===== config.mk =====
export PLATFORM = sky130hd
export DESIGN_NAME = bsf_top
export DESIGN_NICKNAME = d
export VERILOG_FILES = /design/src/hw/bsf_pkg.sv /design/src/hw/bsf_top.sv /design/src/hw/bsf_sticky.sv
export SDC_FILE = /design/constraint.sdc
export NUM_CORES = 1
export LEC_CHECK = 0
export ABC_AREA = 1
export CAP_MARGIN = 30
export CORE_UTILIZATION = 40
export DETAILED_ROUTE_END_ITERATION = 7
export DONT_BUFFER_PORTS = 1
export GPL_ROUTABILITY_DRIVEN = 0
export PLACE_DENSITY = 0.58
export SLEW_MARGIN = 20
export SYNTH_ARGS = -nofsm -noshare
export SYNTH_HDL_FRONTEND = slang
export SYNTH_SLANG_ARGS = --single-unit

===== constraint.sdc =====
create_clock -name ref_clk -period 2.1 [get_ports ref_clk]
set_input_delay 0.525 -clock ref_clk [delete_from_list [all_inputs] [get_ports ref_clk]]
set_output_delay 0.525 -clock ref_clk [all_outputs]
set_load 0.005 [all_outputs]

===== src/hw/bsf_pkg.sv =====
// Package of constants for the boot outcome status register block
`default_nettype none
package bsf_pkg;
  // =====================================================
  // Register map
  localparam logic [7:0] BSF_ADDR_STATUS = 8'h2D;
  localparam int BSF_REG_W = 40;
  localparam logic [39:0] BSF_STATUS_RST = 40'h00_0000_0000;
  localparam int BSF_BUS_W = 8;
  localparam int BSF_BYTES = 5;
  localparam logic [2:0] BSF_SEL_W = 3'h5;
  // =====================================================
  // Field positions
  localparam int BSF_REV_LSB = 32;
  localparam int BSF_SRC_LSB = 29;
  localparam int BSF_TSD_BIT = 19;
  localparam int BSF_R1_CRC_BIT = 13;
  localparam int BSF_R0_CRC_BIT = 12;
  localparam int BSF_DL_ERR_BIT = 10;
  localparam int BSF_R1_RDERR_BIT = 9;
  localparam int BSF_R0_RDERR_BIT = 8;
  localparam int BSF_R1_INV_BIT = 7;
  localparam int BSF_R0_INV_BIT = 6;
  localparam int BSF_R1_ATT_BIT = 5;
  localparam int BSF_R0_ATT_BIT = 4;
  localparam int BSF_PRES_BIT = 3;
  localparam int BSF_DB_BIT = 2;
  localparam int BSF_HDR_ERR_BIT = 0;
  // =====================================================
  // Patch source codes
  typedef enum logic [2:0] {
    BSF_SRC_NONE = 3'h0,
    BSF_SRC_EEPROM = 3'h5,
    BSF_SRC_I2C = 3'h6
  } bsf_src_type;
endpackage : bsf_pkg
`default_nettype wire


===== src/hw/bsf_top.sv =====
// Boot outcome status register: sticky boot flags, read over a byte port
// =====================================================
`default_nettype none
module bsf_top (
  input wire logic ref_clk,
  input wire logic rst_n,
  input wire logic [7:0] reg_addr,
  input wire logic [2:0] reg_byte_sel,
  input wire logic [7:0] reg_wdata,
  input wire logic reg_wr,
  input wire logic reg_rd,
  output logic [7:0] reg_rdata,
  output logic reg_err,
  input wire logic [7:0] revision_id,
  input wire logic src_valid,
  input wire bsf_pkg::bsf_src_type src_code,
  input wire logic thermal_shutdown_reboot,
  input wire logic r1_crc_fail,
  input wire logic r0_crc_fail,
  input wire logic patch_dl_error,
  input wire logic r1_read_error,
  input wire logic r0_read_error,
  input wire logic r1_header_invalid,
  input wire logic r0_header_invalid,
  input wire logic r1_attempted,
  input wire logic r0_attempted,
  input wire logic eeprom_present,
  input wire logic dead_battery_boot,
  input wire logic patch_header_error,
  output logic [39:0] status_q
);
  import bsf_pkg::*;

  // =====================================================
  // Event capture
  // Events come from boot logic on ref_clk, so no synchroniser is needed.
  localparam int NFLAG = 13;
  logic [NFLAG-1:0] ev;
  logic [NFLAG-1:0] fl;
  assign ev = {thermal_shutdown_reboot, r1_crc_fail, r0_crc_fail, patch_dl_error,
               r1_read_error, r0_read_error, r1_header_invalid, r0_header_invalid,
               r1_attempted, r0_attempted, eeprom_present, dead_battery_boot,
               patch_header_error};

  genvar gi;
  generate
    for (gi = 0; gi < NFLAG; gi++) begin : g_flag
      // Sticky: a later successful retry never clears a read error
      bsf_sticky u_flag (
        .ref_clk(ref_clk),
        .rst_n(rst_n),
        .set_i(ev[gi]),
        .flag_q(fl[gi])
      );
    end
  endgenerate

  // =====================================================
  // Revision and patch source
  logic [7:0] rev_q;
  bsf_src_type src_q;
  logic rev_done_q;

  // Revision sampled after reset release, then held
  always_ff @(posedge ref_clk or negedge rst_n) begin
    if (!rst_n) begin
      rev_q <= 8'h00;
      rev_done_q <= 1'b0;
    end else if (!rev_done_q) begin
      rev_q <= revision_id;
      rev_done_q <= 1'b1;
    end
  end

  // Reserved codes are dropped so the field only shows a documented source
  always_ff @(posedge ref_clk or negedge rst_n) begin
    if (!rst_n) begin
      src_q <= BSF_SRC_NONE;
    end else if (src_valid) begin
      unique case (src_code)
        BSF_SRC_NONE, BSF_SRC_EEPROM, BSF_SRC_I2C: src_q <= src_code;
        default: src_q <= src_q;
      endcase
    end
  end

  // =====================================================
  // Register image
  logic [39:0] image;
  always_comb begin
    image = BSF_STATUS_RST;
    image[BSF_REV_LSB +: 8] = rev_q;
    image[BSF_SRC_LSB +: 3] = src_q;
    image[BSF_TSD_BIT] = fl[12];
    image[BSF_R1_CRC_BIT] = fl[11];
    image[BSF_R0_CRC_BIT] = fl[10];
    image[BSF_DL_ERR_BIT] = fl[9];
    image[BSF_R1_RDERR_BIT] = fl[8];
    image[BSF_R0_RDERR_BIT] = fl[7];
    image[BSF_R1_INV_BIT] = fl[6];
    image[BSF_R0_INV_BIT] = fl[5];
    image[BSF_R1_ATT_BIT] = fl[4];
    image[BSF_R0_ATT_BIT] = fl[3];
    image[BSF_PRES_BIT] = fl[2];
    image[BSF_DB_BIT] = fl[1];
    image[BSF_HDR_ERR_BIT] = fl[0];
  end

  always_ff @(posedge ref_clk or negedge rst_n) begin
    if (!rst_n) begin
      status_q <= BSF_STATUS_RST;
    end else begin
      status_q <= image;
    end
  end

  // =====================================================
  // Register port
  // Byte select picks one of five bytes; out of range reads zero with error
  logic hit;
  assign hit = (reg_addr == BSF_ADDR_STATUS) && (reg_byte_sel < BSF_SEL_W);

  always_ff @(posedge ref_clk or negedge rst_n) begin
    if (!rst_n) begin
      reg_rdata <= 8'h00;
    end else if (reg_rd && hit) begin
      reg_rdata <= image[{reg_byte_sel, 3'h0} +: 8];
    end else begin
      reg_rdata <= 8'h00;
    end
  end

  // Writes are accepted but ignored; error flags miss and write attempts
  always_ff @(posedge ref_clk or negedge rst_n) begin
    if (!rst_n) begin
      reg_err <= 1'b0;
    end else begin
      reg_err <= (reg_rd && !hit) || reg_wr;
    end
  end

  logic unused_wdata;
  assign unused_wdata = ^reg_wdata;
endmodule : bsf_top
`default_nettype wire


===== src/hw/bsf_sticky.sv =====
// Sticky flag cell: set by an event, cleared only by reset
`default_nettype none
module bsf_sticky (
  input wire logic ref_clk,
  input wire logic rst_n,
  input wire logic set_i,
  output logic flag_q
);
  // =====================================================
  // Flag store
  always_ff @(posedge ref_clk or negedge rst_n) begin
    if (!rst_n) begin
      flag_q <= 1'b0;
    end else if (set_i) begin
      flag_q <= 1'b1;
    end
  end
endmodule : bsf_sticky
`default_nettype wire


# After elaboration in Yosys (flattened, before gate mapping)
# Cells that the tools add are included.
# classes
add_sub_neg,0
multipliers,0
div_mod_pow,0
magnitude_cmp,1
eq_ne,3
shifts,1
mux,1
bitwise,0
reduce_logical,8
# op_table
cell,n
40-bit by 7-bit variable part select with 8-bit output,1
"8-bit by 6-bit equality test with 1-bit output, second input constant",1
8-bit 2-to-1 mux,1
"3-bit equality test, second input constant",2
1-bit logical AND,3
3-bit logical NOT,1
"3-bit < comparator, second input constant",1
3-bit OR reduction,1
2-bit AND reduction,1
1-bit logical NOT,1
1-bit logical OR,1
# totals
ff_bits,58
latchBits,0
ramBits,0
rom_bits,0
in_bits,48
out_inout_bits,49
wordCells,33
memories,0

# Depth between registers and ports, before layout
# Gate-level depths: netlist of the first run.
# depth
ltp_word,5
ltp_mapped,7
ltp_nobuf,7

# Modules after synthesis
# Synthesis of the first run repeated with hierarchy kept, for this count alone.
# unflattened
hier_cells,235
area_unflattened_um2,2314.7
# modules_own_cells
mod,n_inst,cells_per_inst,area_each_um2,seq_area_each_um2
bsf_top,1,183,1843.0,1126.1
bsf_sticky,13,4,36.3,25.0

# Worst setup path after synthesis of the first run
# Ideal clock, no wire load.
# synth_timing
kind,input to register
startpoint,input port reg_byte_sel[2]
endpoint,register reg_rdata[5]
setup_time_ps,72
arrival_time_ps,1068
slack_ps,959
stages,6
path_buffers,1
path_cell_list,buf_2 inv_1 nand2_1 nor2_1 nor2_1 nor2_1
# synth_via
elab_chain_len,4
elab_cells_between_ends,5
cone_classes,order compare (1); shift (1); mux (1); reduce/logical (2)
# synth_rtl
element,line,rtl
"start, declared",bsf_top.sv:8,"input wire logic [2:0] reg_byte_sel,"
branches (longest 3 deep; another with 40-bit by 7-bit variable part select with 8-bit output),--,
8-bit 2-to-1 mux *,bsf_top.sv:126,end else if (reg_rd && hit) begin
"end signal, assigned",bsf_top.sv:127,"reg_rdata <= image[{reg_byte_sel, 3'h0} +: 8];"
"end, declared",bsf_top.sv:12,"output logic [7:0] reg_rdata,"
# Mark *: on every way between the ends.
# A chain may end at the register's enable or synchronous reset.

# Worst setup path after layout of the first run
# layout_timing
startpoint,register status_q[19]
endpoint,output port status_q[19]
# layout_lines
element,line,rtl
"start, declared",bsf_top.sv:30,output logic [39:0] status_q
"start signal, assigned",bsf_top.sv:113,status_q <= image;
# No word-level cell between the ends.

==> key figures, run 1 <==
Power
  – Switch share: 19.5%
  – Power density cells: 1090 mW/mm^2
  – Int Power: 0.00224 W
  – Psw: 0.000542 W
  – Seq pwr share: a little over two fifths
  – Worst vdd ir: ~590 uV
  – Combinational Power Share: 4.2%
  – Leak pwr: 1.17 nW
  – Clk pwr share: 52.5%

Detailed routing
  – WL per Instance: ~13 um
  – Vias per cell: roughly 4.6
  – Via count: 1320
  – TritonRoute pass-1 iters: 4
  – Routed wire length: 3860 um
  – DRC viols: 0
  – Antenna-violating nets left: 0
  – Initial DRC Count: 35

Critical path
  – Crit path launch type: flip-flop
  – CP Capture Type: output pin
  – Critical Path RT: 1570 ps
  – Crit path kind: flip-flop to output pin
  – CP max FO: 1
  – Worst EP arrival: 730 ps

Logic synthesis
  – Area contributors post-synth: dfrtp_1 (65%), nand2_1 (8.9%), buf_4 (5.4%), mux2_2 (4.0%), or2_2 (3.6%)
  – #FFs+latches synth: slightly below 60
  – Distinct cells, synth: 17
  – Post-synthesis cell area: 0.00224 sq mm
  – Part of the Yosys area used for sequential elements: 64.9%
  – Synthesized instance count: 206
  – Mean post-synth cell area: between 10 and 15 sq um
  – Largest area contributor in the netlist: dfrtp_1
  – Post-synth top area share: 64.9%
  – Synth warnings: 0

Placed design
  – Placed Instance Area: about 0.0022 sq mm
  – Buffers on Ports: 0
  – Pre-CTS WS: 833 ps
  – Number of instances in the placed design: 272
  – DPL Wire Length: 2740 um

Finish
  – Final instance area: 0.00255 sq mm
  – Inserted Diodes: 0
  – # nets final: 262
  – Commonest non-fill, non-tap cells in the layout: dfrtp_1 (58), nand2_1 (53), conb_1 (17), nand3_1 (16), inv_1 (14)
  – Most common cell after layout, fill and taps aside: dfrtp_1
  – Non-filler cells, final: 289
  – P&R area growth vs syn: 14.3%
  – Layout cells sized above 1: 19.2%

Floorplanning
  – Initial core utilization: 42.7%
  – Core ar.: 0.00524 sq mm
  – Io pins: between 90 and 100
  – Rows: 26
  – Die Footprint: 0.00589 sq mm
  – Die width: ~77 um
  – Die H: between 70 and 80 um

STA
  – Period utilization: 59.6%
  – Final hold vios: 0
  – Worst Clk Skew: 5.17 ps
  – RSZ-0062 raised after global routing: no
  – Fin Setup TNS: 0 ps
  – FMAX: 799 MHz
  – Max-slew violation count: 0
  – Min Tclk post-route: 1250 ps
  – Worst Slack Setup Final: between 800 and 900 ps
  – Setup violations, final: 0

Clock tree
  – Post-CTS setup buffer count: 0
  – Clock latency on the worst-skew pair: 330 ps
  – CTS root buf: clkbuf_8
  – Clock slew at reported path FFs: 70 ps
  – H-tree Lvls: 3
  – TritonCTS clock tree: yes
  – CTS max path bufs: 2
  – Post_cts resized: 0
  – Hold-fix buffers, CTS: 1
  – Clk sinks: 58
  – CTS Buf Count: 9

Job
  – Max-cap viol count: 0

Worst hold path
  – Hold Crit Class: input port to async pin

GRT
  – GRT Overall Usage: 14.8%
  – Pin count of the biggest net entering global routing: just under 60
  – Vias in the first global route: 1371
  – First-pass GRT wire length: between 6000 and 7000 um
  – Antenna violations before repair: 0
  – GRT overflow: 0

Outcome
  – Run status: completed
-- synthesized netlist by cell type (all sizes together) --
library cell / n
nor2: 15
nand4: 4
o21a: 1
or2: 13
nand3: 16
nand2: 53
dfrtp: 58
buf: 19
mux2: 8
conb: 2
o21ai: 2
inv: 15
-- final cells by class --
cell class,count,area [sq um]
inverters,15,56.3
repair buffers,1,27.5
well taps,70,87.6
multi-input cells,129,643
flip-flops and latches,58,1450
fillers,487,2680
clock inverters,7,165
clock buffers,9,124
-- power by group through the flow --
stage | registers, W | logic, W | clock network, W
after CTS | 0.00121 | 0.000122 | 0.00150
after detailed placement | 0.00123 | 0.0000946 | 0
after global placement | 0.00123 | 0.0000930 | 0
after floorplan | 0.00121 | 0.000109 | 0
final | 0.00121 | 0.000118 | 0.00146
after global routing | 0.00121 | 0.000142 | 0.00154
-- sequential cells by signal, indices dropped and copies added, names as in the netlist --
register              flops
g_flag.u_flag.flag_q     13
src_q                     3
reg_err                   1
reg_rdata                 8
rev_done_q                1
rev_q                     8
status_q                 24
-- kinds of logic after synthesis --
family	after synthesis	synth area share (%)
mux	8	4.03
compound gates	3	0.784
other cells	2	0.336
simple gates	101	21.1
buf+inv	34	8.84
flops	58	64.9
-- routing by layer --
layer | vias up | part of all wire (%) | global-route usage [%]
li1 | 626 | - | -
met2 | 63 | 49 | 23.8
met3 | 11 | 8.5 | 6.19
met1 | 620 | 40 | 15.5
met4 | 0 | 2.8 | 10.6
met5 | - | 0 | 0
-- worst paths after layout --
kind | start | to | slack [ps] | depth (start not counted)
max | status_q[19]$_DFF_PN0_ | status_q[19] | 850 | 0
min | rst_n | g_flag[12].u_flag.flag_q$_DFFE_PN0P_ | 50 | 1
max reg2reg | rev_done_q$_DFF_PN0_ | rev_q[4]$_DFFE_PN0N_ | 1050 | 1
min reg2reg | g_flag[9].u_flag.flag_q$_DFFE_PN0P_ | status_q[10]$_DFF_PN0_ | 400 | 0
max in group asynchronous | rst_n | rev_q[4]$_DFFE_PN0N_ | 1820 | 1
min in group ref_clk | r1_header_invalid | g_flag[6].u_flag.flag_q$_DFFE_PN0P_ | 290 | 1
-- stage by stage --
stage	hold WS, ps	util (%)	total power [W]
global route	45.5	48.8	0.00290
finish	46.1	48.8	0.00279
global placement	231	42.7	0.00132
floorplan	229	-	0.00132
CTS	44.7	48.8	0.00283
detailed placement	231	42.7	0.00132
Power figures use the tool's default switching activity.
==> inputs of run 2 (changes only) <==
--- a/config.mk
+++ b/config.mk
@@ -5,13 +5,13 @@
 export SDC_FILE = /design/constraint.sdc
 export NUM_CORES = 1
 export LEC_CHECK = 0
-export ABC_AREA = 1
+export ABC_AREA = 0
 export CAP_MARGIN = 30
 export CORE_UTILIZATION = 40
 export DETAILED_ROUTE_END_ITERATION = 7
 export DONT_BUFFER_PORTS = 1
 export GPL_ROUTABILITY_DRIVEN = 0
-export PLACE_DENSITY = 0.58
+export PLACE_DENSITY = 0.6
 export SLEW_MARGIN = 20
 export SYNTH_ARGS = -nofsm -noshare
 export SYNTH_HDL_FRONTEND = slang
==> constraint.sdc (replaced) <==
create_clock -name ref_clk -period 1 [get_ports ref_clk]
set_input_delay 0.25 -clock ref_clk [delete_from_list [all_inputs] [get_ports ref_clk]]
set_output_delay 0.25 -clock ref_clk [all_outputs]
set_load 0.005 [all_outputs]
==> run 2 against run 1 <==
  * The run now ends with negative hold slack left
  * Wire length is 2.9% higher
  * Clock skew is 1.2 ps lower
  * Critical path type is now flip-flop to flip-flop
  * Register-to-register slack worse by 1000 ps
  * Clock power is 43% higher
  * Die area is 3.3% lower
  * Utilization is 0.46 points lower
  * Cell count is 15% lower
  * Via count is 9.0% lower
  * Count of clock-buffer cells in the layout is 5 higher
  * Largest cell class unchanged
  * Total power is 74% higher
  * Setup slack worse by 840 ps
==> key figures, run 2 <==
Placed design
  – Placed Instance Area: 0.00222 sq mm (-1.0%)
  – Buffers on Ports: 0 (unchanged)
  – DPL Wire Length: 2690 um (-1.8%)

STA
  – FMAX: 1000 MHz
  – Max-slew violation count: 0 (unchanged)
  – Final hold vios: 58 (+58)
  – Period utilization: between 90% and 100%
  – RSZ-0062 raised after global routing: yes
  – Min Tclk post-route: 996 ps
  – Setup violations, final: 0 (unchanged)
  – WHS: -381 ps (-427 ps)
  – Fin Setup TNS: 0 ps (unchanged)
  – Worst Clk Skew: 3.97 ps (-1.19 ps)

Logic synthesis
  – Synth Area in Compound Gates: 6.95% (+6.2 points)
  – Post-synth top area share: 67.2% (+2.3 points)
  – #FFs+latches synth: 58 (unchanged)
  – Top cells by count, synth: dfrtp_1 (58), buf_4 (17), or2_2 (13)
  – Post-synthesis cell area: 0.00216 sq mm (-3.4%)
  – Synth warnings: 0 (unchanged)
  – Post-Synth Adder-Cell Area: 0% (unchanged)
  – Predominant post-synthesis flop cell: dfrtp_1
  – Main combinational cell family by area after synthesis: simple AND/OR/NAND/NOR gates
  – Most common cell in the netlist: dfrtp_1
  – Xor and xnor area share after synthesis: 0.406% (+0.41 points)
  – Area contributors post-synth: dfrtp_1 (67%), buf_4 (5.9%), mux2_2 (5.2%), or2_2 (3.8%), mux2i_1 (1.9%)
  – Synth Area in Simple Gates: 10.7% (-10 points)
  – Part of the Yosys area used for sequential elements: 67.2% (+2.3 points)
  – FFs w/ async S/R, synth: 100% (unchanged)
  – Number of synthesized flops with an enable pin: 0 (unchanged)
  – Largest area contributor in the netlist: dfrtp_1
  – Synthesized instance count: 152 (-26%)
  – Mean post-synth cell area: 14.2 sq um (+31%)
  – Distinct cells, synth: 33 (+16)
  – Post-synthesis mux area share: 7.07% (+3.0 points)

Detailed routing
  – Via count: 1201 (-9.0%)
  – WL per Instance: 16.2 um (+21%)
  – Vias per cell: 4.88 (+6.9%)
  – DRC viols: 0 (unchanged)
  – Antenna-violating nets left: 0 (unchanged)
  – Routed wire length: 3970 um (+2.9%)
  – Initial DRC Count: 60 (+71%)
  – TritonRoute pass-1 iters: 4 (unchanged)

Critical path
  – Worst EP arrival: 1200 ps (+470 ps)
  – Critical-path cell list: buf_4 > mux2_2
  – Crit path launch type: flip-flop
  – Slowest stage delay, CP: 400 ps
  – CP Capture Type: flip-flop
  – Worst Path Buf+Inv: 1
  – CP top delay family: flip-flops
  – Crit path kind: flip-flop to flip-flop
  – Slowest-stage cell, CP: dfrtp_1
  – Critical Path RT: 1210 ps (-360 ps)
  – CP max FO: 3 (+2)

Clock tree
  – Clk sinks: 58 (unchanged)
  – TritonCTS clock tree: yes
  – Clock slew at reported path FFs: 60 ps (about the same)
  – CTS max path bufs: 2 (unchanged)
  – Hold-fix buffers, CTS: 2 (+1)
  – H-tree Lvls: 3 (unchanged)
  – CTS Buf Count: 9 (unchanged)
  – Clock latency on the worst-skew pair: 320 ps (about the same)
  – CTS root buf: clkbuf_8

Finish
  – Commonest non-fill, non-tap cells in the layout: dfrtp_1 (58), conb_1 (17), or2_2 (13), clkbuf_8 (11), buf_4 (11)
  – Inserted Diodes: 0 (unchanged)
  – Most common cell after layout, fill and taps aside: dfrtp_1
  – Final instance area: 0.00248 sq mm (-2.8%)
  – Most flops, register: status_q
  – Final Core Density: 48.3% (-0.46 points)
  – Largest regs: status_q: 24 flops, g_flag.u_flag.flag_q: 13 flops
  – # nets final: 219 (-16%)
  – Layout cells sized above 1: 30.7% (+12 points)
  – P&R area growth vs syn: 15.0%
  – Largest register FFs: 24 (unchanged)

Power
  – Total power: 0.00486 W (+74%)
  – Worst vdd ir: 731 uV (+24%)
  – Power density cells: 1960 mW/mm^2 (+79%)
  – Leak pwr: 1.04 nW (-11%)

Floorplanning
  – Initial core utilization: 42.0% (-0.67 points)
  – Die width: 75.5 um (-1.7%)
  – Rows: 26 (unchanged)
  – Core ar.: 0.00514 sq mm (-1.9%)
  – Die H: 75.5 um (-1.7%)
  – Die Footprint: 0.00570 sq mm (-3.3%)
  – Io pins: 97 (unchanged)

Worst hold path
  – Hold Crit Class: input port to async pin

GRT
  – Routing usage on met1: 17.7% (+2.2 points)
  – First-pass GRT wire length: 5980 um (-5.6%)
  – GRT Overall Usage: 15.3% (+0.50 points)
  – Pin count of the biggest net entering global routing: 59 (unchanged)
  – Antenna violations before repair: 0 (unchanged)
  – M3 GR Usage: 7.54% (+1.3 points)
  – Global-route met2 utilization: 23.5% (-0.33 points)
  – GR peak layer: met2
  – GRT overflow: 0 (unchanged)
  – Vias in the first global route: 1214 (-11%)

Outcome
  – Failing checks: negative hold slack
  – Run status: finished, violations left

Job
  – Max-cap viol count: 0 (unchanged)
[run 2: changes by cell type in the layout (fill, tap and decap cells not counted), moves of 9 or more]
cell     change
nand2_1     -50
nand3_1     -15
buf_4       +11
inv_1       -11
nor2_1       -9
[run 2: metal layers]
layer | wire length [um] | vias up
met2 | 1930 | 69
met5 | 0 | -
li1 | - | 521
met1 | 1560 | 600
met4 | 92 | 0
met3 | 385 | 11
[run 2: power by group]
group | switching (W) | leakage (nW) | internal [W]
logic | 0.0000915 | 0.322 | 0.000117
clock network | 0.000809 | 0.101 | 0.00129
registers | 0.0000874 | 0.615 | 0.00247
total | 0.000988 | 1.04 | 0.00387
[run 2: worst paths after layout]
kind	end	slack (ps)	start	cells after the start
setup / recovery	rev_q[0]$_DFFE_PN0N_	4	rev_done_q$_DFF_PN0_	2
hold / removal	status_q[34]$_DFF_PN0_	-380	rst_n	0
setup reg to reg	rev_q[0]$_DFFE_PN0N_	4	rev_done_q$_DFF_PN0_	2
hold reg to reg	status_q[4]$_DFF_PN0_	390	g_flag[3].u_flag.flag_q$_DFFE_PN0P_	0
max in group asynchronous	status_q[37]$_DFF_PN0_	1260	rst_n	0
min in group ref_clk	reg_err$_DFF_PN0_	20	reg_wr	1
[run 2: metrics by stage]
step           instances  setup slack (ps)
3_5_place_dp         224              -198
5_1_grt              246             -25.8
3_3_place_gp         224              -155
4_1_cts              242             0.635
2_1_floorplan        167             -58.8
6_report             246              3.95
[run 2: cell type report]
type	count	area, sq um
clock inverter	2	35.0
timing repair buffer	13	105
tap	70	87.6
sequential	58	1450
multi-input combinational	86	631
fill	488	2660
clock buffer	14	163
inverter	3	11.3
[run 2: worst reg2reg max path: cells and delay by family (launching register included)]
| family | cells | cell delay, ps |
|---|---|---|
| buffers and inverters | 1 | 150 |
| DFF | 1 | 400 |
| muxes | 1 | 320 |
[run 2: what timing repair did]
item | 4_1_cts | 5_1_grt
gates resized for setup | 0 | 5
hold endpoints to repair | 63 | 58
setup buffers | 0 | 4
setup endpoints to repair | 0 | 13
[run 2: cell families (layout without fill, tap and decap cells)]
logic type	count (synthesis)	in the layout
muxes	14	14
other	2	17
DFF	58	58
buffers and inverters	23	32
and+or+nand+nor	34	34
AOI/OAI and AO/OA	20	20
xor gates and xnor gates	1	1
==> inputs of run 3 (changes only) <==
--- a/config.mk
+++ b/config.mk
@@ -5,12 +5,12 @@
 export SDC_FILE = /design/constraint.sdc
 export NUM_CORES = 1
 export LEC_CHECK = 0
-export ABC_AREA = 0
+export ABC_AREA = 1
 export CAP_MARGIN = 30
 export CORE_UTILIZATION = 40
 export DETAILED_ROUTE_END_ITERATION = 7
 export DONT_BUFFER_PORTS = 1
-export GPL_ROUTABILITY_DRIVEN = 0
+export GPL_ROUTABILITY_DRIVEN = 1
 export PLACE_DENSITY = 0.6
 export SLEW_MARGIN = 20
 export SYNTH_ARGS = -nofsm -noshare
==> run 3 against run 2 <==
  * Non-clock buffer count fell by 11
  * Sequential share of layout area rose by 0.62 points
  * Critical path type is now flip-flop to output pin
  * Die area grew 3.4%
  * Fmax up 2.5%
  * Largest cell class unchanged
  * Wire length fell by 3.4%
  * Sequential power about the same
  * The run still ends with negative hold slack left
  * Setup slack better by 24 ps
  * Register-to-register slack better by 80 ps
  * Critical endpoint is now reg_rdata[7]
  * Final area shrank 1.1%
==> key figures, run 3 (synthesis results as in run 1) <==
Outcome
  – Run status: finished, violations left
  – Failing checks: negative hold slack

Critical path
  – CP max FO: 1 (-2)
  – R2R Path Start: rev_done_q$_DFF_PN0_
  – Crit path kind: flip-flop to output pin
  – CP Capture Type: output pin
  – Worst r2r dst: rev_q[4]$_DFFE_PN0N_
  – R2r setup slk: 80 ps (+80 ps)
  – Crit path launch type: flip-flop
  – CP Depth: 0 (-2)
  – Worst EP arrival: 720 ps (-480 ps)
  – R2R depth: 2 (unchanged)
  – Critical Path RT: 750 ps (-460 ps)

STA
  – Period utilization: 97.2% (-2.4 points)
  – FMAX: 1030 MHz (+2.5%)
  – Setup violations, final: 0 (unchanged)
  – Max-slew violation count: 0 (unchanged)
  – Min Tclk post-route: 972 ps (-24.3 ps)
  – WHS: -391 ps (-9.62 ps)
  – RSZ-0062 raised after global routing: yes
  – Worst Clk Skew: 7.29 ps (+3.31 ps)
  – Final hold vios: 58 (unchanged)
  – Worst Slack Setup Final: 28.2 ps (+24.3 ps)

GRT
  – Pin count of the biggest net entering global routing: 59 (unchanged)
  – Vias in the first global route: 1278 (+5.3%)
  – First-pass GRT wire length: 6180 um (+3.3%)
  – Antenna violations before repair: 0 (unchanged)
  – GRT overflow: 0 (unchanged)
  – GRT Overall Usage: 14.6% (-0.70 points)

Detailed routing
  – Antenna-violating nets left: 0 (unchanged)
  – Via count: 1344 (+12%)
  – TritonRoute pass-1 iters: 3 (-1)
  – Initial DRC Count: 57 (-5.0%)
  – WL per Instance: 13.3 um (-18%)
  – DRC viols: 0 (unchanged)
  – Vias per cell: 4.65 (-4.7%)
  – Routed wire length: 3840 um (-3.4%)

Finish
  – P&R area growth vs syn: 9.91%
  – Layout cells sized above 1: 18.7% (-12 points)
  – Most flops, register: status_q
  – Inserted Diodes: 0 (unchanged)
  – Largest regs: status_q: 24 flops, g_flag.u_flag.flag_q: 13 flops
  – Most common cell after layout, fill and taps aside: dfrtp_1
  – Largest register FFs: 24 (unchanged)
  – # nets final: 263 (+20%)
  – Commonest non-fill, non-tap cells in the layout: dfrtp_1 (58), nand2_1 (53), conb_1 (17), nand3_1 (16), inv_1 (14)

Clock tree
  – Clock slew at reported path FFs: 60 ps (about the same)
  – Post_cts resized: 0 (unchanged)
  – Clock latency on the worst-skew pair: 330 ps (about the same)
  – Post-CTS setup buffer count: 0 (unchanged)
  – TritonCTS clock tree: yes
  – CTS Buf Count: 9 (unchanged)
  – CTS root buf: clkbuf_8
  – Clk sinks: 58 (unchanged)
  – CTS max path bufs: 2 (unchanged)
  – H-tree Lvls: 3 (unchanged)

Floorplanning
  – Initial core utilization: 42.7% (+0.67 points)
  – Die Footprint: 0.00589 sq mm (+3.4%)
  – Core ar.: 0.00524 sq mm (+1.9%)
  – Die width: 76.8 um (+1.7%)
  – Io pins: 97 (unchanged)
  – Rows: 26 (unchanged)
  – Die H: 76.8 um (+1.7%)

Power
  – Worst vdd ir: 795 uV (+8.7%)
  – Int Power: 0.00389 W (+0.49%)
  – Combinational Power Share: 4.2% (about the same)
  – Clk pwr share: 44.2% (+1.1 points)
  – Power density cells: 2000 mW/mm^2 (+2.2%)
  – Psw: 0.00102 W (+3.5%)
  – Switch share: 20.8% (+0.48 points)
  – Leak pwr: 1.13 nW (+9.1%)
  – Seq pwr share: 51.6% (-1.0 points)
  – Total power: 0.00491 W (+1.1%)

Placed design
  – Pre-CTS WS: 7.95 ps (+206 ps)
  – Buffers on Ports: 0 (unchanged)
  – Global placement routability congestion: 0.716
  – DPL Wire Length: 2720 um (+0.83%)

Worst hold path
  – Hold Crit Class: input port to async pin

Job
  – Max-cap viol count: 0 (unchanged)
run 3: cell count changes in the layout (fill, tap and decap cells not counted), sizes merged, moves of 3 or more:
cell,previous run,this run
nand4,1,4
a2bb2oi,4,0
inv,3,15
mux2i,4,0
nor3,4,0
buf,11,2
nor2,4,15
nand3,1,16
nand2,3,53
a21oi,3,0
run 3: per-layer routing:
layer / track usage [%] / share of wire [%]
met1: 17.1 / 42
met2: 21.2 / 47
met3: 7.74 / 9.4
met4: 8.65 / 2.4
met5: 0 / 0
run 3: how the worst max path moves through the flow:
stage / start / end / slack [ps]
6_report: reg_rdata[7]$_DFF_PN0_ / reg_rdata[7] / 30
4_1_cts: status_q[39]$_DFF_PN0_ / status_q[39] / 4
2_1_floorplan: rev_done_q$_DFF_PN0_ / rev_q[0]$_DFFE_PN0N_ / 70
5_1_grt: status_q[39]$_DFF_PN0_ / status_q[39] / -6
3_3_place_gp: reg_byte_sel[1] / reg_rdata[5]$_DFF_PN0_ / 30
3_5_place_dp: reg_byte_sel[1] / reg_rdata[5]$_DFF_PN0_ / 8
run 3: final cells by class:
cell class,instances,area (sq um)
clock buffers,13,169
clock inverters,2,35.0
fillers,485,2780
inverters,15,56.3
multi-input cells,129,643
flip-flops and latches,58,1450
well taps,70,87.6
repair buffers,2,15.0
run 3: through the flow:
stage          hold slack, ps  area (sq um)  TNS [ps]  std cells  util [%]
3_3_place_gp            -44.5          2250         0        274      43.0
6_report                 -391          2460         0        289      46.9
3_5_place_dp            -44.5          2250         0        274      43.0
5_1_grt                  -416          2460     -13.0        289      46.9
2_1_floorplan           -45.6          2290         0        221         -
4_1_cts                  -411          2460         0        289      46.9
run 3: power groups by stage:
stage	combinational [W]	sequential (W)	clock [W]
6_report	0.000207	0.00253	0.00217
5_1_grt	0.000238	0.00254	0.00233
4_1_cts	0.000210	0.00253	0.00224
3_5_place_dp	0.000210	0.00258	0
3_3_place_gp	0.000204	0.00257	0
2_1_floorplan	0.000229	0.00255	0
